==> config.mk <==
export PLATFORM = sky130hd
export DESIGN_NAME = dcpm_ctrl
export DESIGN_NICKNAME = d
export VERILOG_FILES = /design/src/verilog/dcpm_pkg.sv /design/src/verilog/dcpm_pin_filter.sv /design/src/verilog/dcpm_ctrl.sv
export SDC_FILE = /design/constraint.sdc
export NUM_CORES = 1
export LEC_CHECK = 0
export BUFFER_PORTS_ARGS = -buffer_cell sky130_fd_sc_hd__buf_2
export CORE_ASPECT_RATIO = 1.25
export CORE_MARGIN = 2
export CORE_UTILIZATION = 30
export CTS_BUF_LIST = sky130_fd_sc_hd__clkbuf_4
export DETAILED_ROUTE_END_ITERATION = 8
export PLACE_DENSITY = 0.57
export SYNTH_ARGS = -nofsm -noshare
export SYNTH_HDL_FRONTEND = slang
export SYNTH_SLANG_ARGS = --single-unit
==> constraint.sdc <==
create_clock -name aclk -period 2.46 [get_ports aclk]
set_clock_uncertainty 0.2 [all_clocks]
set_input_delay 0.246 -clock aclk [delete_from_list [all_inputs] [get_ports aclk]]
set_output_delay 0.246 -clock aclk [all_outputs]
set_load 0.005 [all_outputs]
==> src/verilog/dcpm_pkg.sv <==
`default_nettype none
package dcpm_pkg;

    // Clock and timing
    localparam int unsigned CLK_HZ         = 10_000_000;
    localparam int unsigned SLOW_HZ        = 80_000;
    localparam int unsigned SLOW_DIV       = CLK_HZ / SLOW_HZ;
    localparam int unsigned PIN_MIN_SLOW   = 2;
    localparam int unsigned IT_SYS_DIV     = 128;
    localparam int unsigned WDT_BASE_MS    = 128;
    localparam int unsigned WDT_BASE_TICKS = (WDT_BASE_MS * SLOW_HZ) / 1000;

    // Register indices, byte address is four times the index
    localparam logic [9:0] IDX_SYSTEM_CLOCK_CONTROL = 10'h00B;
    localparam logic [9:0] IDX_TRIM   = 10'h18F;
    localparam logic [9:0] IDX_CFG    = 10'h020;
    localparam logic [9:0] IDX_SYSCTL = 10'h021;
    localparam logic [9:0] IDX_STATUS = 10'h022;

    // Reset values
    localparam logic [7:0]  SYSTEM_CLOCK_CONTROL_RST   = 8'h00;
    localparam logic [7:0]  SYSCTL_RST   = 8'h00;
    localparam logic [7:0]  CFG_RST      = 8'h00;
    localparam logic [5:0]  TRIM_RST     = 6'h20;
    localparam logic [10:0] RESET_VECTOR = 11'h000;

    localparam logic [1:0] RESP_OKAY      = 2'h0;
    localparam logic [1:0] RESP_SLVERR    = 2'h2;
    localparam logic [1:0] WDT_RUN_ALWAYS = 2'h3;

    typedef enum logic [3:0] {
        DCPM_FAST = 4'h1,
        DCPM_SLOW = 4'h2,
        DCPM_IDLE = 4'h4,
        DCPM_STOP = 4'h8
    } dcpm_mode_t;

    typedef struct packed {
        logic       rsv7;
        logic       slow_clk_type;
        logic       fast_clk_type;
        logic       slow_osc_stop;
        logic       fast_osc_stop;
        logic       sysclk_select;
        logic [1:0] rsv_lo;
    } dcpm_system_clock_control_t;

    typedef struct packed {
        logic [2:0] rsv;
        logic [1:0] lvr_select;
        logic [1:0] watchdog_enable_cfg;
        logic       ext_reset_en;
    } dcpm_cfg_t;

    typedef struct packed {
        logic [3:0] rsv;
        logic [1:0] watchdog_prescale;
        logic       wakeup_timer_int_enable;
        logic       interval_timer_clk_select;
    } dcpm_sysctl_t;

    typedef struct packed {
        logic       slow_running;
        logic       fast_running;
        logic       timeout_flag;
        logic       power_down_flag;
        dcpm_mode_t mode;
    } dcpm_status_t;

endpackage
`default_nettype wire

==> src/verilog/dcpm_pin_filter.sv <==
`timescale 1ns/10ps
`default_nettype none
module dcpm_pin_filter #(
    parameter int unsigned MIN_TICKS = dcpm_pkg::PIN_MIN_SLOW
) (
    input  wire logic aclk,
    input  wire logic aresetn,
    input  wire logic pin_n,
    input  wire logic tick,
    input  wire logic enable,
    output logic      rst_req
);
    logic       s1_q;
    logic       s2_q;
    logic [3:0] cnt_q;
    logic [3:0] cnt_d;

    // Count slow periods of a continuously low pin
    always_comb
    begin
        cnt_d = cnt_q;
        if (s2_q || !enable)
            cnt_d = 4'h0;
        else if (tick && (cnt_q < 4'(MIN_TICKS)))
            cnt_d = cnt_q + 4'h1;
    end

    always_ff @(posedge aclk)
    begin
        if (!aresetn)
        begin
            s1_q  <= 1'b1;
            s2_q  <= 1'b1;
            cnt_q <= 4'h0;
        end
        else
        begin
            s1_q  <= pin_n;
            s2_q  <= s1_q;
            cnt_q <= cnt_d;
        end
    end

    assign rst_req = enable && (cnt_q >= 4'(MIN_TICKS));
endmodule
`default_nettype wire

==> src/verilog/dcpm_ctrl.sv <==
`timescale 1ns/10ps
`default_nettype none
module dcpm_ctrl #(
    parameter int unsigned WDT_BASE_TICKS = dcpm_pkg::WDT_BASE_TICKS
) (
    input  wire logic        aclk,
    input  wire logic        aresetn,
    input  wire logic [11:0] awaddr,
    input  wire logic        awvalid,
    output logic             awready,
    input  wire logic [31:0] wdata,
    input  wire logic [3:0]  wstrb,
    input  wire logic        wvalid,
    output logic             wready,
    output logic [1:0]       bresp,
    output logic             bvalid,
    input  wire logic        bready,
    input  wire logic [11:0] araddr,
    input  wire logic        arvalid,
    output logic             arready,
    output logic [31:0]      rdata,
    output logic [1:0]       rresp,
    output logic             rvalid,
    input  wire logic        rready,
    input  wire logic [3:0]  lv_below,
    input  wire logic        ext_reset_pin_n,
    input  wire logic        sleep_instr,
    input  wire logic        watchdog_clear_instr,
    input  wire logic        bank_select_bit0,
    input  wire logic        ext_int_wake,
    input  wire logic        wakeup_timer_int,
    input  wire logic        timer_int_wake,
    output logic             sys_reset,
    output logic [10:0]      pc_reset_vector,
    output logic             fast_osc_en,
    output logic             slow_osc_en,
    output logic [5:0]       fast_rc_trim,
    output logic             fsys_en,
    output logic             periph_clk_en,
    output logic             interval_timer_clk_en,
    output logic             cpu_run,
    output logic [3:0]       mode,
    output logic             timeout_flag,
    output logic             power_down_flag
);
    localparam int unsigned WDT_W = 18;

    dcpm_pkg::dcpm_mode_t   mode_q, mode_d;
    dcpm_pkg::dcpm_system_clock_control_t system_clock_control_q, system_clock_control_d;
    dcpm_pkg::dcpm_cfg_t    cfg_q, cfg_d;
    dcpm_pkg::dcpm_sysctl_t sysctl_q, sysctl_d;
    dcpm_pkg::dcpm_status_t status;
    logic [5:0]       trim_q, trim_d;
    logic             to_q, to_d, pd_q, pd_d;
    logic [6:0]       slow_div_q, slow_div_d;
    logic [6:0]       it_div_q, it_div_d;
    logic [WDT_W-1:0] wdt_q, wdt_d;
    logic             wdt_ovf_q, wdt_ovf_d;
    logic             sys_rst_q, sys_rst_d;
    logic             fast_en_q, fast_en_d, slow_en_q, slow_en_d;
    logic [3:0]       lvr_s1_q, lvr_s2_q;
    logic             aw_have_q, aw_have_d, w_have_q, w_have_d;
    logic [9:0]       aw_idx_q, aw_idx_d;
    logic [7:0]       wbyte_q, wbyte_d;
    logic             wlane_q, wlane_d;
    logic             bvalid_q, bvalid_d, rvalid_q, rvalid_d;
    logic [1:0]       bresp_q, bresp_d, rresp_q, rresp_d;
    logic [31:0]      rdata_q, rdata_d;
    logic             wr_fire, slow_ref, slow_tick, lvr_act, pin_rst, sleep_ok, wake, wdt_run;

    function automatic logic reg_hit(input logic [9:0] idx);
        reg_hit = (idx == dcpm_pkg::IDX_SYSTEM_CLOCK_CONTROL) || (idx == dcpm_pkg::IDX_TRIM) ||
                  (idx == dcpm_pkg::IDX_CFG) || (idx == dcpm_pkg::IDX_SYSCTL) ||
                  (idx == dcpm_pkg::IDX_STATUS);
    endfunction

    function automatic logic [WDT_W-1:0] wdt_limit(input logic [1:0] psc);
        logic [WDT_W-1:0] base;
        base = WDT_W'(WDT_BASE_TICKS);
        case (psc)
            2'h0:    wdt_limit = base;
            2'h1:    wdt_limit = base << 1;
            2'h2:    wdt_limit = base << 3;
            default: wdt_limit = base << 4;
        endcase
    endfunction

    // Blocks abnormal clock-control settings
    function automatic dcpm_pkg::dcpm_system_clock_control_t clk_filter(input dcpm_pkg::dcpm_system_clock_control_t old,
                                                         input dcpm_pkg::dcpm_system_clock_control_t nw,
                                                         input dcpm_pkg::dcpm_mode_t m);
        dcpm_pkg::dcpm_system_clock_control_t r;
        r        = nw;
        r.rsv7   = 1'b0;
        r.rsv_lo = 2'h0;
        if (m != dcpm_pkg::DCPM_FAST)
            r.slow_clk_type = old.slow_clk_type;
        if (m != dcpm_pkg::DCPM_SLOW)
            r.fast_clk_type = old.fast_clk_type;
        if (m == dcpm_pkg::DCPM_FAST && nw.fast_osc_stop)
            r.fast_osc_stop = old.fast_osc_stop;
        if (m == dcpm_pkg::DCPM_SLOW && nw.slow_osc_stop)
            r.slow_osc_stop = old.slow_osc_stop;
        if (nw.sysclk_select && !old.sysclk_select && old.fast_osc_stop)
            r.sysclk_select = 1'b0;
        if (!nw.sysclk_select && old.sysclk_select && old.slow_osc_stop)
            r.sysclk_select = 1'b1;
        if (nw.fast_osc_stop && nw.sysclk_select)
            r = old;
        clk_filter = r;
    endfunction

    dcpm_pin_filter #(
        .MIN_TICKS (dcpm_pkg::PIN_MIN_SLOW)
    ) u_pin_filter (
        .aclk    (aclk),
        .aresetn (aresetn),
        .pin_n   (ext_reset_pin_n),
        .tick    (slow_ref),
        .enable  (cfg_q.ext_reset_en),
        .rst_req (pin_rst)
    );

    assign status = '{slow_running: slow_en_q, fast_running: fast_en_q, timeout_flag: to_q,
                      power_down_flag: pd_q, mode: mode_q};

    // Register bus
    assign awready = !aw_have_q && !bvalid_q;
    assign wready  = !w_have_q && !bvalid_q;
    assign arready = !rvalid_q;
    assign wr_fire = aw_have_q && w_have_q && !bvalid_q;

    always_comb
    begin
        aw_have_d = aw_have_q;
        aw_idx_d  = aw_idx_q;
        w_have_d  = w_have_q;
        wbyte_d   = wbyte_q;
        wlane_d   = wlane_q;
        bvalid_d  = bvalid_q && !bready;
        bresp_d   = bresp_q;
        rvalid_d  = rvalid_q && !rready;
        rresp_d   = rresp_q;
        rdata_d   = rdata_q;
        if (awvalid && awready)
        begin
            aw_have_d = 1'b1;
            aw_idx_d  = awaddr[11:2];
        end
        if (wvalid && wready)
        begin
            w_have_d = 1'b1;
            wbyte_d  = wdata[7:0];
            wlane_d  = wstrb[0];
        end
        if (wr_fire)
        begin
            aw_have_d = 1'b0;
            w_have_d  = 1'b0;
            bvalid_d  = 1'b1;
            bresp_d   = reg_hit(aw_idx_q) ? dcpm_pkg::RESP_OKAY : dcpm_pkg::RESP_SLVERR;
        end
        if (arvalid && arready)
        begin
            rvalid_d = 1'b1;
            rresp_d  = reg_hit(araddr[11:2]) ? dcpm_pkg::RESP_OKAY : dcpm_pkg::RESP_SLVERR;
            case (araddr[11:2])
                dcpm_pkg::IDX_SYSTEM_CLOCK_CONTROL: rdata_d = {24'h000000, system_clock_control_q};
                dcpm_pkg::IDX_TRIM:   rdata_d = {26'h0000000, trim_q};
                dcpm_pkg::IDX_CFG:    rdata_d = {24'h000000, cfg_q};
                dcpm_pkg::IDX_SYSCTL: rdata_d = {24'h000000, sysctl_q};
                dcpm_pkg::IDX_STATUS: rdata_d = {24'h000000, status};
                default:              rdata_d = 32'h00000000;
            endcase
        end
    end

    always_ff @(posedge aclk)
    begin
        if (!aresetn)
        begin
            aw_have_q <= 1'b0;
            aw_idx_q  <= 10'h000;
            w_have_q  <= 1'b0;
            wbyte_q   <= 8'h00;
            wlane_q   <= 1'b0;
            bvalid_q  <= 1'b0;
            bresp_q   <= 2'h0;
            rvalid_q  <= 1'b0;
            rresp_q   <= 2'h0;
            rdata_q   <= 32'h00000000;
        end
        else
        begin
            aw_have_q <= aw_have_d;
            aw_idx_q  <= aw_idx_d;
            w_have_q  <= w_have_d;
            wbyte_q   <= wbyte_d;
            wlane_q   <= wlane_d;
            bvalid_q  <= bvalid_d;
            bresp_q   <= bresp_d;
            rvalid_q  <= rvalid_d;
            rresp_q   <= rresp_d;
            rdata_q   <= rdata_d;
        end
    end

    assign bvalid = bvalid_q;
    assign bresp  = bresp_q;
    assign rvalid = rvalid_q;
    assign rresp  = rresp_q;
    assign rdata  = rdata_q;

    // Clock, mode, reset and watchdog control
    assign slow_ref  = (slow_div_q == 7'(dcpm_pkg::SLOW_DIV - 1));
    assign slow_tick = slow_ref && slow_en_q;
    assign lvr_act   = lvr_s2_q[cfg_q.lvr_select];
    assign sleep_ok  = sleep_instr && !bank_select_bit0 &&
                       (mode_q == dcpm_pkg::DCPM_FAST || mode_q == dcpm_pkg::DCPM_SLOW);
    assign wake      = (mode_q == dcpm_pkg::DCPM_STOP) ? ext_int_wake :
                       (ext_int_wake || wakeup_timer_int || timer_int_wake);
    assign wdt_run   = cfg_q.watchdog_enable_cfg[1] &&
                       (mode_q == dcpm_pkg::DCPM_FAST || mode_q == dcpm_pkg::DCPM_SLOW ||
                        cfg_q.watchdog_enable_cfg == dcpm_pkg::WDT_RUN_ALWAYS);

    always_comb
    begin
        mode_d     = mode_q;
        system_clock_control_d   = system_clock_control_q;
        trim_d     = trim_q;
        cfg_d      = cfg_q;
        sysctl_d   = sysctl_q;
        to_d       = to_q;
        pd_d       = pd_q;
        wdt_d      = wdt_q;
        wdt_ovf_d  = 1'b0;
        slow_div_d = slow_ref ? 7'h00 : slow_div_q + 7'h01;
        it_div_d   = it_div_q;
        sys_rst_d  = lvr_act || pin_rst || wdt_ovf_q;
        if (fsys_en)
            it_div_d = (it_div_q == 7'(dcpm_pkg::IT_SYS_DIV - 1)) ? 7'h00 : it_div_q + 7'h01;
        if (wr_fire && wlane_q)
        begin
            case (aw_idx_q)
                dcpm_pkg::IDX_SYSTEM_CLOCK_CONTROL: system_clock_control_d = clk_filter(system_clock_control_q, wbyte_q, mode_q);
                dcpm_pkg::IDX_TRIM:   trim_d   = wbyte_q[5:0];
                dcpm_pkg::IDX_CFG:    cfg_d    = {3'h0, wbyte_q[4:0]};
                dcpm_pkg::IDX_SYSCTL: sysctl_d = {4'h0, wbyte_q[3:0]};
                default:              ;
            endcase
        end
        case (mode_q)
            dcpm_pkg::DCPM_FAST: if (!system_clock_control_q.sysclk_select) mode_d = dcpm_pkg::DCPM_SLOW;
            dcpm_pkg::DCPM_SLOW: if (system_clock_control_q.sysclk_select) mode_d = dcpm_pkg::DCPM_FAST;
            dcpm_pkg::DCPM_IDLE, dcpm_pkg::DCPM_STOP:
                if (wake)
                    mode_d = system_clock_control_q.sysclk_select ? dcpm_pkg::DCPM_FAST : dcpm_pkg::DCPM_SLOW;
            default: mode_d = dcpm_pkg::DCPM_SLOW;
        endcase
        if (sleep_ok)
        begin
            if ((!system_clock_control_q.slow_osc_stop && !sysctl_q.interval_timer_clk_select) ||
                sysctl_q.wakeup_timer_int_enable ||
                (cfg_q.watchdog_enable_cfg == dcpm_pkg::WDT_RUN_ALWAYS) || !system_clock_control_q.slow_osc_stop)
                mode_d = dcpm_pkg::DCPM_IDLE;
            else
                mode_d = dcpm_pkg::DCPM_STOP;
        end
        if (wdt_run && slow_ref)
        begin
            if (wdt_q == wdt_limit(sysctl_q.watchdog_prescale) - WDT_W'(1))
            begin
                wdt_d     = '0;
                wdt_ovf_d = 1'b1;
            end
            else
                wdt_d = wdt_q + WDT_W'(1);
        end
        if (watchdog_clear_instr || sys_rst_q)
            wdt_d = '0;
        if (watchdog_clear_instr)
        begin
            to_d = 1'b0;
            pd_d = 1'b0;
        end
        if (sleep_ok)
        begin
            to_d = 1'b0;
            pd_d = 1'b1;
        end
        if (wdt_ovf_q)
            to_d = 1'b1;
        if (lvr_act)
        begin
            to_d = 1'b0;
            pd_d = 1'b0;
        end
        if (sys_rst_q)
        begin
            mode_d    = dcpm_pkg::DCPM_SLOW;
            system_clock_control_d  = dcpm_pkg::SYSTEM_CLOCK_CONTROL_RST;
            sysctl_d  = dcpm_pkg::SYSCTL_RST;
            trim_d    = dcpm_pkg::TRIM_RST;
            it_div_d  = 7'h00;
            wdt_ovf_d = 1'b0;
        end
        fast_en_d = (mode_d == dcpm_pkg::DCPM_FAST) ||
                    (mode_d == dcpm_pkg::DCPM_SLOW && !system_clock_control_d.fast_osc_stop);
        slow_en_d = (mode_d == dcpm_pkg::DCPM_SLOW) || (mode_d == dcpm_pkg::DCPM_IDLE) ||
                    (mode_d == dcpm_pkg::DCPM_FAST && !system_clock_control_d.slow_osc_stop);
    end

    always_ff @(posedge aclk)
    begin
        if (!aresetn)
        begin
            mode_q     <= dcpm_pkg::DCPM_SLOW;
            system_clock_control_q   <= dcpm_pkg::SYSTEM_CLOCK_CONTROL_RST;
            trim_q     <= dcpm_pkg::TRIM_RST;
            cfg_q      <= dcpm_pkg::CFG_RST;
            sysctl_q   <= dcpm_pkg::SYSCTL_RST;
            to_q       <= 1'b0;
            pd_q       <= 1'b0;
            wdt_q      <= '0;
            wdt_ovf_q  <= 1'b0;
            slow_div_q <= 7'h00;
            it_div_q   <= 7'h00;
            sys_rst_q  <= 1'b1;
            fast_en_q  <= 1'b0;
            slow_en_q  <= 1'b1;
            lvr_s1_q   <= 4'h0;
            lvr_s2_q   <= 4'h0;
        end
        else
        begin
            mode_q     <= mode_d;
            system_clock_control_q   <= system_clock_control_d;
            trim_q     <= trim_d;
            cfg_q      <= cfg_d;
            sysctl_q   <= sysctl_d;
            to_q       <= to_d;
            pd_q       <= pd_d;
            wdt_q      <= wdt_d;
            wdt_ovf_q  <= wdt_ovf_d;
            slow_div_q <= slow_div_d;
            it_div_q   <= it_div_d;
            sys_rst_q  <= sys_rst_d;
            fast_en_q  <= fast_en_d;
            slow_en_q  <= slow_en_d;
            lvr_s1_q   <= lv_below;
            lvr_s2_q   <= lvr_s1_q;
        end
    end

    assign sys_reset       = sys_rst_q;
    assign pc_reset_vector = dcpm_pkg::RESET_VECTOR;
    assign fast_osc_en     = fast_en_q;
    assign slow_osc_en     = slow_en_q;
    assign fast_rc_trim    = trim_q;
    assign fsys_en         = (mode_q == dcpm_pkg::DCPM_FAST) ? 1'b1 :
                             (mode_q == dcpm_pkg::DCPM_SLOW) ? slow_tick : 1'b0;
    assign periph_clk_en   = fsys_en;
    assign interval_timer_clk_en = (mode_q == dcpm_pkg::DCPM_FAST && sysctl_q.interval_timer_clk_select) ?
                                   (it_div_q == 7'(dcpm_pkg::IT_SYS_DIV - 1)) : slow_tick;
    assign cpu_run         = (mode_q == dcpm_pkg::DCPM_FAST) || (mode_q == dcpm_pkg::DCPM_SLOW);
    assign mode            = mode_q;
    assign timeout_flag    = to_q;
    assign power_down_flag = pd_q;
endmodule
`default_nettype wire

# [Word-level counts from Yosys, hierarchy flattened]
# Index checks and enable logic that the tools add are counted.
[word_totals] out_inout_bits=71 input_bits=78 reg_bits=134 elab_cells=192
[classes] addsub=5 muxes=36 n_eq_ne=25 reduce_logical=81 n_bitwise=5 order_cmp=3
[ops] cell="10-bit by 6-bit == test with 1-bit output (second input constant)" count=6
[ops] cell="18-bit case mux with 3 select lines" count=1
[ops] cell="8-bit case mux with 5 select lines" count=1
[ops] cell="18-bit 2-to-1 mux" count=2
[ops] cell="1-bit logical AND" count=28
[ops] cell="4-bit 2-to-1 mux" count=6
[ops] cell="1-bit logical OR" count=22
[ops] cell="10-bit by 4-bit == test with 1-bit output (second input constant)" count=2
[ops] cell="10-bit by 9-bit == test with 1-bit output (second input constant)" count=2
[ops] cell="5-bit 2-to-1 mux" count=4
[ops] cell="18-bit by 1-bit adder with 18-bit output (second input constant)" count=1
[ops] cell="18-bit == test" count=1
[ops] cell="18-bit by 1-bit subtractor with 18-bit output (second input constant)" count=1
[ops] cell="1-bit 2-to-1 mux" count=16
[ops] cell="7-bit by 1-bit adder with 7-bit output (second input constant)" count=2
[ops] cell="7-bit == test (second input constant)" count=2
[ops] cell="1-bit logical NOT" count=14
[ops] cell="2-bit OR reduction" count=7
[ops] cell="4-bit case mux with 3 select lines" count=1
[ops] cell="4-bit by 1-bit == test with 1-bit output (second input constant)" count=2
[ops] cell="4-bit by 2-bit == test with 1-bit output (second input constant)" count=2
[ops] cell="4-bit by 3-bit == test with 1-bit output (second input constant)" count=2
[ops] cell="4-bit AND reduction" count=2
[ops] cell="7-bit 2-to-1 mux" count=1
[ops] cell="other kinds (18)" count=27

# [Logic depth before layout (Yosys ltp)]
# Gate-level depths: netlist (run 1).
[depth] depth_word=12 mapped_depth=8 ltp_nobuf=7

# [Hierarchy]
# A second synthesis (run 1) with hierarchy kept.
[hier_totals] hier_cells=586 area_unflattened_um2=5072.4
[by_module_without_submodules] mod="dcpm_ctrl" n_inst=1 cells_each=561 seq_area_each_um2=2042.0 area_each_um2=4807.1
[by_module_without_submodules] mod="dcpm_pin_filter" n_inst=1 cells_each=25 seq_area_each_um2=120.1 area_each_um2=265.3

# [Worst setup path before layout (run 1)]
# Ideal clock, no wire load.
[synth_path] path_type="register to register" from="register slow_div_q[0]" to="register wdt_q[10]" path_buffers=1 setup_ns=0.132 synth_period_minus_slack_ns=2.242 slack_ns=0.218 path_stages_with_launch=9 t_required_ns=2.128 t_arrival_ns=1.910 path_cell_list="dfxtp_1 -> inv_1 -> ha_1 -> and3_1 -> nand3_1 -> or3_1 -> a2111oi_4 -> buf_6 -> nor3_1"
[synth_between] elab_chain_len=2
[synth_rtl] element="from (decl)" line_no="dcpm_ctrl.sv:55" rtl="logic [6:0] slow_div_q, slow_div_d;"
[synth_rtl] element="from (signal assigned)" line_no="dcpm_ctrl.sv:345" rtl="slow_div_q <= slow_div_d;"
[synth_rtl] element="7-bit == test" line_no="dcpm_ctrl.sv:215" rtl="assign slow_ref = (slow_div_q == 7'(dcpm_pkg::SLOW_DIV - 1));"
[synth_rtl] element="1-bit logical AND" line_no="dcpm_ctrl.sv:269" rtl="if (wdt_run && slow_ref)"
[synth_rtl] element="to (signal assigned)" line_no="dcpm_ctrl.sv:343" rtl="wdt_q <= wdt_d;"
[synth_rtl] element="to (decl)" line_no="dcpm_ctrl.sv:57" rtl="logic [WDT_W-1:0] wdt_q, wdt_d;"
# Every way passes these cells.
# A chain may end at the register's enable or synchronous reset.

# [Worst setup path after layout (run 1)]
[layout_path] from="register mode_q[1], in the netlist mode[1]" to="output interval_timer_clk_en"
[layout_between] elab_chain_len=3
[layout_rtl] element="from (decl)" line_no="dcpm_ctrl.sv:48" rtl="dcpm_pkg::dcpm_mode_t mode_q, mode_d;"
[layout_rtl] element="from (signal assigned)" line_no="dcpm_ctrl.sv:317" rtl="mode_q <= dcpm_pkg::DCPM_SLOW;"
[layout_rtl] element="from (signal assigned)" line_no="dcpm_ctrl.sv:336" rtl="mode_q <= mode_d;"
[layout_rtl] element="4-bit by 1-bit == test with 1-bit output" line_no="dcpm_ctrl.sv:363" rtl="assign interval_timer_clk_en = (mode_q == dcpm_pkg::DCPM_FAST && sysctl_q.interval_timer_clk_select) ?"
[layout_rtl] element="1-bit logical AND" line_no="dcpm_ctrl.sv:363"
[layout_rtl] element="1-bit 2-to-1 mux" line_no="dcpm_ctrl.sv:363"
[layout_rtl] element="to (decl)" line_no="dcpm_ctrl.sv:40" rtl="output logic interval_timer_clk_en,"
# Every way passes these cells.

==> results of run 1 <==
[per-layer routing]
metal  vias to the layer above  routed length (um)
li1                       2231                   -
met1                      2070                5918
met2                       117                6432
met3                        11                 631
met4                         0                 168
met5                         -                   0
[final cells by class]
| type | count | area [um2] |
|---|---|---|
| multi-input combinational | 429 | 2695 |
| sequential | 108 | 2165 |
| inverter | 19 | 71.32 |
| clock buffer | 11 | 82.58 |
| antenna | 1 | 2.502 |
| clock inverter | 4 | 26.28 |
| fill | 1743 | 10480 |
| tap | 220 | 275.3 |
| timing repair buffer | 144 | 980.9 |
[worst register-to-register path, stage by stage (launching register included)]
cell       delay (ns)
dfxtp_1          0.35
or4b_1           0.59
or4_4            0.48
a211oi_1         0.27
nor3_1           0.10
o2111ai_1        0.21
[cells in the final DEF, fill, tap and decap left out, drive strengths merged, types with 5 or more instances in the layout]
master / count
a221oi: 5
inv: 20
or3: 8
a21oi: 31
nor4: 21
dlygate4sd3: 39
buf: 105
conb: 37
clkbuf: 11
nand3: 17
nor2: 62
nand2: 44
ha: 6
nand2b: 11
a211oi: 6
and2: 11
xor2: 6
nor3: 30
mux2i: 27
xnor2: 24
o21ai: 11
dfxtp: 108
and3: 5
[per-stage QoR]
stage / hold WS (ns) / instances / instance area (um2) / utilization / setup slack (ns)
floorplan: 0.1475 / 613 / 5258 / - / 0.2182
global placement: 0.1935 / 881 / 5758 / 0.3432 / 0.1036
detailed placement: 0.2007 / 881 / 5758 / 0.3432 / 0.1283
CTS: 0.02425 / 935 / 6284 / 0.3745 / 0.006912
global route: 0.07789 / 936 / 6299 / 0.3754 / 0.0008742
finish: 0.06719 / 936 / 6299 / 0.3754 / 0.1045
[sequential cells by signal (all words and copies together), names as in the netlist, 4 cells and up]
| register | cells |
|---|---|
| system_clock_control_q | 5 |
| it_div_q | 7 |
| wbyte_q | 7 |
| lvr_s2_q | 4 |
| cfg_q | 5 |
| slow_div_q | 7 |
| sysctl_q | 4 |
| rdata | 8 |
| aw_idx_q | 10 |
| mode | 4 |
| wdt_q | 18 |
| u_pin_filter.cnt_q | 4 |
| fast_rc_trim | 6 |
| lvr_s1_q | 4 |
[kinds of logic after synthesis]
family	count (synthesis)	synth area share
multiplexers	32	0.06595
other	1	0.0007321
XOR/XNOR	30	0.05129
flip-flops	108	0.4221
adder cells (fa/ha/maj)	6	0.01466
AO/OA/AOI/OAI	79	0.1060
AND/OR/NAND/NOR	245	0.2540
buffers and inverters	76	0.08524
[worst min-delay path by stage]
| stage | to | start | slack [ns] | depth (start not counted) |
|---|---|---|---|---|
| after floorplan | u_pin_filter.s1_q | ext_reset_pin_n | 0.15 | 1 |
| after global placement | u_pin_filter.s2_q | u_pin_filter.s1_q | 0.19 | 1 |
| after detailed placement | u_pin_filter.s2_q | u_pin_filter.s1_q | 0.20 | 1 |
| after CTS | rresp[1] | araddr[6] | 0.02 | 4 |
| after global routing | rresp[1] | araddr[6] | 0.08 | 4 |
| final | rresp[1] | araddr[6] | 0.07 | 4 |
[repair_timing]
| action | 4_1_cts | 5_1_grt |
|---|---|---|
| gates resized for setup | 5 | 4 |
| hold endpoints to repair | 42 | 0 |
| hold buffers | 39 | 0 |
| pin swaps | 0 | 1 |
| setup endpoints to repair | 3 | 20 |
[power by group]
| part | switching (uW) | total (uW) | leakage [uW] | internal (uW) |
|---|---|---|---|---|
| Combinational | 164 | 311 | 0.00153 | 148 |
| Clock | 581 | 807 | 0.0000631 | 227 |
| Sequential | 37.6 | 1830 | 0.000879 | 1800 |
==> summary.txt, run 1 <==
Detail Route Antenna Nets: 0
Launching element type of the critical path: register
Number of synthesized flops with an enable pin: 0
Number of post-CTS setup repair buffers: 0
Outcome: completed
Clock Root Buffer: clkbuf_4
Cell-by-cell listing of the critical path: buf_4, nor4b_4, buf_4, nand2_1, a41o_1, buf_2
Number of synthesized register bits: 108
Endpoint type of the worst setup path: output port
Max incr delay on CP: 0.36 ns
Htree depth: 3
M3 GR Usage: 0.03182
Cell area after synthesis: 0.005122 mm2
Full die area: 0.01814 mm2
HPWL reported at the end of detailed placement: 9.492 mm
Endpoint of the lowest-slack register-to-register path: slow_osc_en
Leakage dissipation: 0.002467 uW
Highest clock rate: 424.5 MHz
# port buffers: 79
Instance count of the mapped netlist: 577
First-pass GRT wire length: 21.29 mm
Detailed router's first-iteration violation count: 144
Launch point of the worst path: mode[1]
Synth Area per Inst: 8.878 um2
Met2 routing resource usage after global routing: 0.2514
Sum of overflow across all layers after global routing: 0
Clock-pin slew of the registers on the worst-case setup and hold paths: 0.16 ns
Req. time, crit path: 2.01 ns
Number of antenna violations at the first check in global routing: 1
FP Rows: 53
Post-detailed-route wirelength per cell: 14.05 um
GRT Max-Usage Layer: met2
Worst Reg2Reg Path Length in Cells: 5
Number of buffer and inverter stages on the critical path: 3
Final Cycle Share: 0.9575
Post-layout minimum cycle time: 2.356 ns
Routed Wire Length: 13.15 mm
Leading post-synthesis cells by cell area: dfxtp_1, buf_4, mux2i_1, nor2_1, xnor2_1
Library cell with the highest instance count after synthesis: dfxtp_1
Final Max Tran Viols: 0
Cell Pwr Density: 468.8 mW/mm2
Library cell occupying the most area in the post-synthesis netlist: dfxtp_1
Crit path kind: reg -> out
GR Layer Usage met1: 0.1864
Fraction of post-synthesis cell area in the top cell type by area: 0.4221
Length of the first detailed-routing pass in iterations: 4
Peak supply drop: 0.0002200 V
Die X-Extent: 120.9 um
DRC violation count after routing: 0
Most used flip-flop cell after synthesis: dfxtp_1
CTS Sinks: 108
Largest net degree at the start of global routing: 39
Gate family responsible for the most delay along the worst path: buffers and inverters
Number of max-cap violations: 0
Proportion of layout cells with a drive suffix above 1: 0.2028
Beginning of the worst register-to-register path: aw_idx_q[4]
Die H: 150.1 um
Cell repeated most along the worst path: buf_4
Ports placed on the boundary: 149
CTS tree: yes
Transition at the pin with the smallest max-transition slack: 0.6847 ns
Worst R2R Setup Slack: 0.20 ns
Final count of hold timing violations: 0
Total number of cells along the worst setup path: 6
Worst rel slew slack: 0.5424
Total negative slack for setup checks: 0 ns
Starting density of the core: 0.3053
Routability congestion estimate: 0.8031
Post-synthesis to final-layout area growth: 22.96%
Setup repair after global routing missed its margin: no
Number of unique standard cell types used by synthesis: 62
Number of global-route vias before repair: 4187
Arrival time worst endpoint: 1.91 ns
Ranking of synthesized cells by instance count: dfxtp_1, nor2_1, nand2_1, buf_4, a21oi_1
Max Fanout on Critical Path: 6
Total core area: 0.01678 mm2
Inserted Clock Buffers: 9
Sequential-to-total area share from yosys stat: 0.4221
Vias after detailed routing: 4429
Synthesis warning total: 0
Layout Nets: 795
Clock network latency to the later pin of the worst-skew pair: 0.47 ns
Share of synthesized registers carrying an async set or reset: 0
Last element of the critical path: interval_timer_clk_en
CTS max path bufs: 2
Vias/cell: 4.732
Slowest library cell on the worst path: dfxtp_1
Setup Viol. Count Final: 0
Post-layout total power: 2953 uW
Overall routing resource usage: 0.1470
Hold crit path type: in -> reg
Note: power is estimated with default switching activity, not from simulation.
==> run 2: changes to the inputs <==
CORE_ASPECT_RATIO = 0.5   (was 1.25)
==> summary.txt, run 2 (synthesis results as in run 1) <==
Total core area: 0.01656 mm2
Largest reg by FF count: wdt_q
Proportion of layout cells with a drive suffix above 1: 0.2014
HPWL reported at the end of detailed placement: 9.554 mm
Minimum setup slack in the final design: 0.1449 ns
Number of inserted diodes: 0
Inserted Clock Buffers: 9
Starting density of the core: 0.3094
Post-detailed-route wirelength per cell: 13.93 um
CTS Sinks: 108
Max reg flops: 18
Outcome: completed
Detailed router's first-iteration violation count: 205
Setup repair after global routing missed its margin: no
Routed Wire Length: 12.98 mm
Endpoint type of the worst setup path: output port
Ports placed on the boundary: 149
Clock network latency to the later pin of the worst-skew pair: 0.47 ns
Die H: 96.40 um
Peak supply drop: 0.0002517 V
Detail Route Antenna Nets: 0
Final count of hold timing violations: 0
CTS tree: yes
Leakage dissipation: 0.002432 uW
Number of antenna violations at the first check in global routing: 0
Internal Dissipation: 2344 uW
Transition at the pin with the smallest max-transition slack: 0.6787 ns
Setup Viol. Count Final: 0
# port buffers: 79
First-pass GRT wire length: 21.12 mm
Seq pwr share: 0.587
Routability congestion estimate: 0.8161
Req. time, crit path: 2.01 ns
Post-synthesis to final-layout area growth: 22.08%
Max incr delay on CP: 0.44 ns
Length of the first detailed-routing pass in iterations: 4
Post-layout minimum cycle time: 2.315 ns
Die X-Extent: 188.8 um
Cell-by-cell listing of the critical path: nor4b_4, buf_4, nand2_1, a41o_1, buf_2
M3 GR Usage: 0.02709
Final Cycle Share: 0.9411
Launching element type of the critical path: register
GRT Max-Usage Layer: met2
Gate family responsible for the most delay along the worst path: flip-flops
Fraction of power spent switching nets: 0.2503
DRC violation count after routing: 0
Vias/cell: 4.709
Full die area: 0.01820 mm2
Non-filler cells, final: 932
GR Layer Usage met1: 0.1970
Vias after detailed routing: 4389
DP Cell Count: 883
Sum of overflow across all layers after global routing: 0
CTS max path bufs: 2
Clock Root Buffer: clkbuf_4
Final worst hold slack: 0.03369 ns
Largest net degree at the start of global routing: 39
Highest clock rate: 431.9 MHz
Switching power summed over all nets: 782.5 uW
Total negative slack for setup checks: 0 ns
Layout Nets: 784
Clock-pin slew of the registers on the worst-case setup and hold paths: 0.16 ns
Slowest library cell on the worst path: dfxtp_1
FP Rows: 33
Cell Pwr Density: 499.9 mW/mm2
Crit path kind: reg -> out
Number of buffer and inverter stages on the critical path: 2
Htree depth: 3
Overall routing resource usage: 0.1466
Minimum setup slack after placement: 0.2036 ns
Clock power share: 0.317
Worst rel slew slack: 0.5465
Met2 routing resource usage after global routing: 0.2448
Max Fanout on Critical Path: 7
Arrival time worst endpoint: 1.87 ns
Number of max-cap violations: 0
Number of global-route vias before repair: 4067
Logic gate share of total power: 0.096
Commonest non-fill, non-tap cell in the layout: dfxtp_1
Final Max Tran Viols: 0
Most frequent cells in the layout: dfxtp_1, buf_2, nor2_1, nand2_1, conb_1
Hold crit path type: in -> reg
-- run 2: cell types whose count changed in the layout (fill, tap and decap cells not counted), moves of 2 or more --
cell,delta
clkinv_1,+2
clkbuf_4,-2
dlygate4sd3_1,-9
bufinv_16,+2
buf_4,-3
-- run 2: worst paths after layout --
kind | startpoint | end | slack (ns) | cells past startpoint
max | mode[2] | interval_timer_clk_en | 0.14 | 5
min | wvalid | wbyte_q[6] | 0.03 | 4
max reg2reg | slow_div_q[0] | wdt_q[17] | 0.23 | 7
min reg2reg | u_pin_filter.s1_q | u_pin_filter.s2_q | 0.23 | 1
-- run 2: timing repair --
item | in CTS | in global routing
pin swaps | 1 | 1
endpoints found under the setup margin | 3 | 8
resized for setup | 7 | 4
hold buffers | 30 | 0
buffers inserted | 1 | 2
hold endpoints to repair | 33 | 0
-- run 2: area by class of cell --
class | count | area (um2)
multi-input combinational | 429 | 2695
fill | 1696 | 10300
tap | 227 | 284.0
clock buffer | 9 | 67.56
sequential | 108 | 2166
clock inverter | 7 | 90.09
timing repair buffer | 133 | 879.6
inverter | 19 | 71.32
-- run 2: power by group through the flow --
| stage | combinational, uW | sequential (uW) | clock, uW |
|---|---|---|---|
| 6_report | 299 | 1840 | 991 |
| 2_1_floorplan | 201 | 1860 | 0 |
| 4_1_cts | 300 | 1840 | 1030 |
| 5_1_grt | 335 | 1840 | 1090 |
| 3_3_place_gp | 260 | 1870 | 0 |
| 3_5_place_dp | 261 | 1870 | 0 |
-- run 2: worst register-to-register path, delay by kind of cell (launching register included) --
family	cells	cell delay, ns
buffers and inverters	1	0.06
AND/OR/NAND/NOR	4	1.15
flip-flops	1	0.37
AO/OA/AOI/OAI	1	0.24
adder cells (fa/ha/maj)	1	0.13
-- run 2: metrics by stage --
| step | area (um2) | total power (uW) | util |
|---|---|---|---|
| global route | 6254 | 3267 | 0.3777 |
| floorplan | 5258 | 2061 | - |
| finish | 6254 | 3126 | 0.3777 |
| CTS | 6230 | 3162 | 0.3763 |
| global placement | 5729 | 2133 | 0.3460 |
| detailed placement | 5729 | 2135 | 0.3460 |
-- run 2: per-layer routing --
| metal | part of all wire | vias to the layer above |
|---|---|---|
| li1 | - | 2221 |
| met1 | 0.50 | 2070 |
| met2 | 0.46 | 89 |
| met3 | 0.037 | 9 |
| met5 | 0 | - |
| met4 | 0.0079 | 0 |
==> run 3: changes to the inputs <==
clock period = 2.7 ns   (was 2.46 ns; I/O delays follow)
==> summary.txt, run 3 (synthesis results as in run 1) <==
Outcome: completed
Number of inserted diodes: 0
Post-layout total power: 2834 uW
Number of antenna violations at the first check in global routing: 0
Peak supply drop: 0.0001724 V
Commonest non-fill, non-tap cell in the layout: dfxtp_1
Detailed router's first-iteration violation count: 196
Layout Nets: 778
Die X-Extent: 188.8 um
Number of post-CTS setup repair buffers: 0
First-pass GRT wire length: 20.68 mm
Sum of overflow across all layers after global routing: 0
Clock Root Buffer: clkbuf_4
Number of max-cap violations: 0
Htree depth: 3
FP Rows: 33
Summed area of non-filler cells in the final layout: 0.006176 mm2
Max incr delay on CP: 0.40 ns
Final count of hold timing violations: 0
Cell-by-cell listing of the critical path: buf_4, nor4b_2, buf_4, nand2_1, a41o_1, buf_2
Final Cycle Share: 0.9276
Setup Viol. Count Final: 0
Req. time, crit path: 2.23 ns
Cell Pwr Density: 458.8 mW/mm2
Detail Route Antenna Nets: 0
Leakage dissipation: 0.002397 uW
Number of global-route vias before repair: 4041
Sequential Area: 0.002162 mm2
Full die area: 0.01820 mm2
Starting density of the core: 0.3094
Hold crit path type: in -> reg
Setup repair after global routing missed its margin: no
CTS Sinks: 108
# port buffers: 79
Vias/cell: 4.741
Crit path kind: reg -> out
Clock-pin slew of the registers on the worst-case setup and hold paths: 0.15 ns
Total core area: 0.01656 mm2
Clock network latency to the later pin of the worst-skew pair: 0.46 ns
Proportion of layout cells with a drive suffix above 1: 0.1860
CTS tree: yes
HPWL reported at the end of detailed placement: 9.466 mm
Slowest library cell on the worst path: nor4b_2
Largest reg by FF count: wdt_q
Most frequent cells in the layout: dfxtp_1, buf_2, nor2_1, nand2_1, conb_1
Endpoint type of the worst setup path: output port
Post-synthesis to final-layout area growth: 20.57%
Ports placed on the boundary: 149
Transition at the pin with the smallest max-transition slack: 0.7030 ns
Gate family responsible for the most delay along the worst path: buffers and inverters
Max reg flops: 18
CTS max path bufs: 2
Arrival time worst endpoint: 2.03 ns
Routability congestion estimate: 0.8364
Vias after detailed routing: 4390
Max Fanout on Critical Path: 6
Inserted Clock Buffers: 9
Worst rel slew slack: 0.5313
DRC violation count after routing: 0
Multi-input logic area: 0.002674 mm2
Die H: 96.40 um
Layout filler cell count: 1710
Post-layout minimum cycle time: 2.504 ns
Total negative slack for setup checks: 0 ns
Post-detailed-route wirelength per cell: 13.99 um
Number of buffer and inverter stages on the critical path: 3
Overall routing resource usage: 0.1436
Final Max Tran Viols: 0
Routed Wire Length: 12.95 mm
Launching element type of the critical path: register
Post-detailed-placement cell area: 0.005707 mm2
Highest clock rate: 399.3 MHz
Final standard cell utilization of the core: 0.3730
Largest net degree at the start of global routing: 39
Cell repeated most along the worst path: buf_4
Length of the first detailed-routing pass in iterations: 4
## run 3: power breakdown
part	internal [uW]	switching (uW)
logic	124	147
registers	1640	37.0
clock network	378	512
## run 3: final cells by class
type / count / share of cell area
multi-input combinational: 429 / 0.4329
timing repair buffer: 127 / 0.1345
clock inverter: 6 / 0.01276
clock buffer: 10 / 0.01216
sequential: 108 / 0.3501
inverter: 19 / 0.01155
tap: 227 / 0.04599
## run 3: path summary, 6_finish.rpt
kind / startpoint / end / slack (ns) / cells past startpoint
setup / recovery: mode[0] / interval_timer_clk_en / 0.20 / 6
hold / removal: bank_select_bit0 / power_down_flag / 0.07 / 3
setup reg to reg: slow_div_q[0] / wdt_q[1] / 0.30 / 8
hold reg to reg: u_pin_filter.s1_q / u_pin_filter.s2_q / 0.23 / 1
## run 3: stage by stage
stage	hold WS, ns	std cells	setup WS, ns
after global placement	0.1969	880	0.2029
after CTS	0.04244	926	0.08913
after floorplan	0.1715	613	0.4582
after global routing	0.05939	926	0.01644
after detailed placement	0.2019	880	0.1619
final	0.06876	926	0.1956
## run 3: tightest hold or removal path: cells and delay by family
family | cells | cell delay, ns
buf+inv | 1 | 0.09
simple gates | 1 | 0.23
compound gates | 1 | 0.09
## run 3: timing repair
action / CTS / global route
hold buffers: 30 / 0
resized for setup: 2 / 1
endpoints found under the setup margin: 3 / 2
hold endpoints to repair: 30 / 0
## run 3: metal layers
metal	routed length, um	GRT usage
met1	6272	0.1891
met2	5901	0.2423
met4	127	0.03516
met3	651	0.03178
met5	0	0
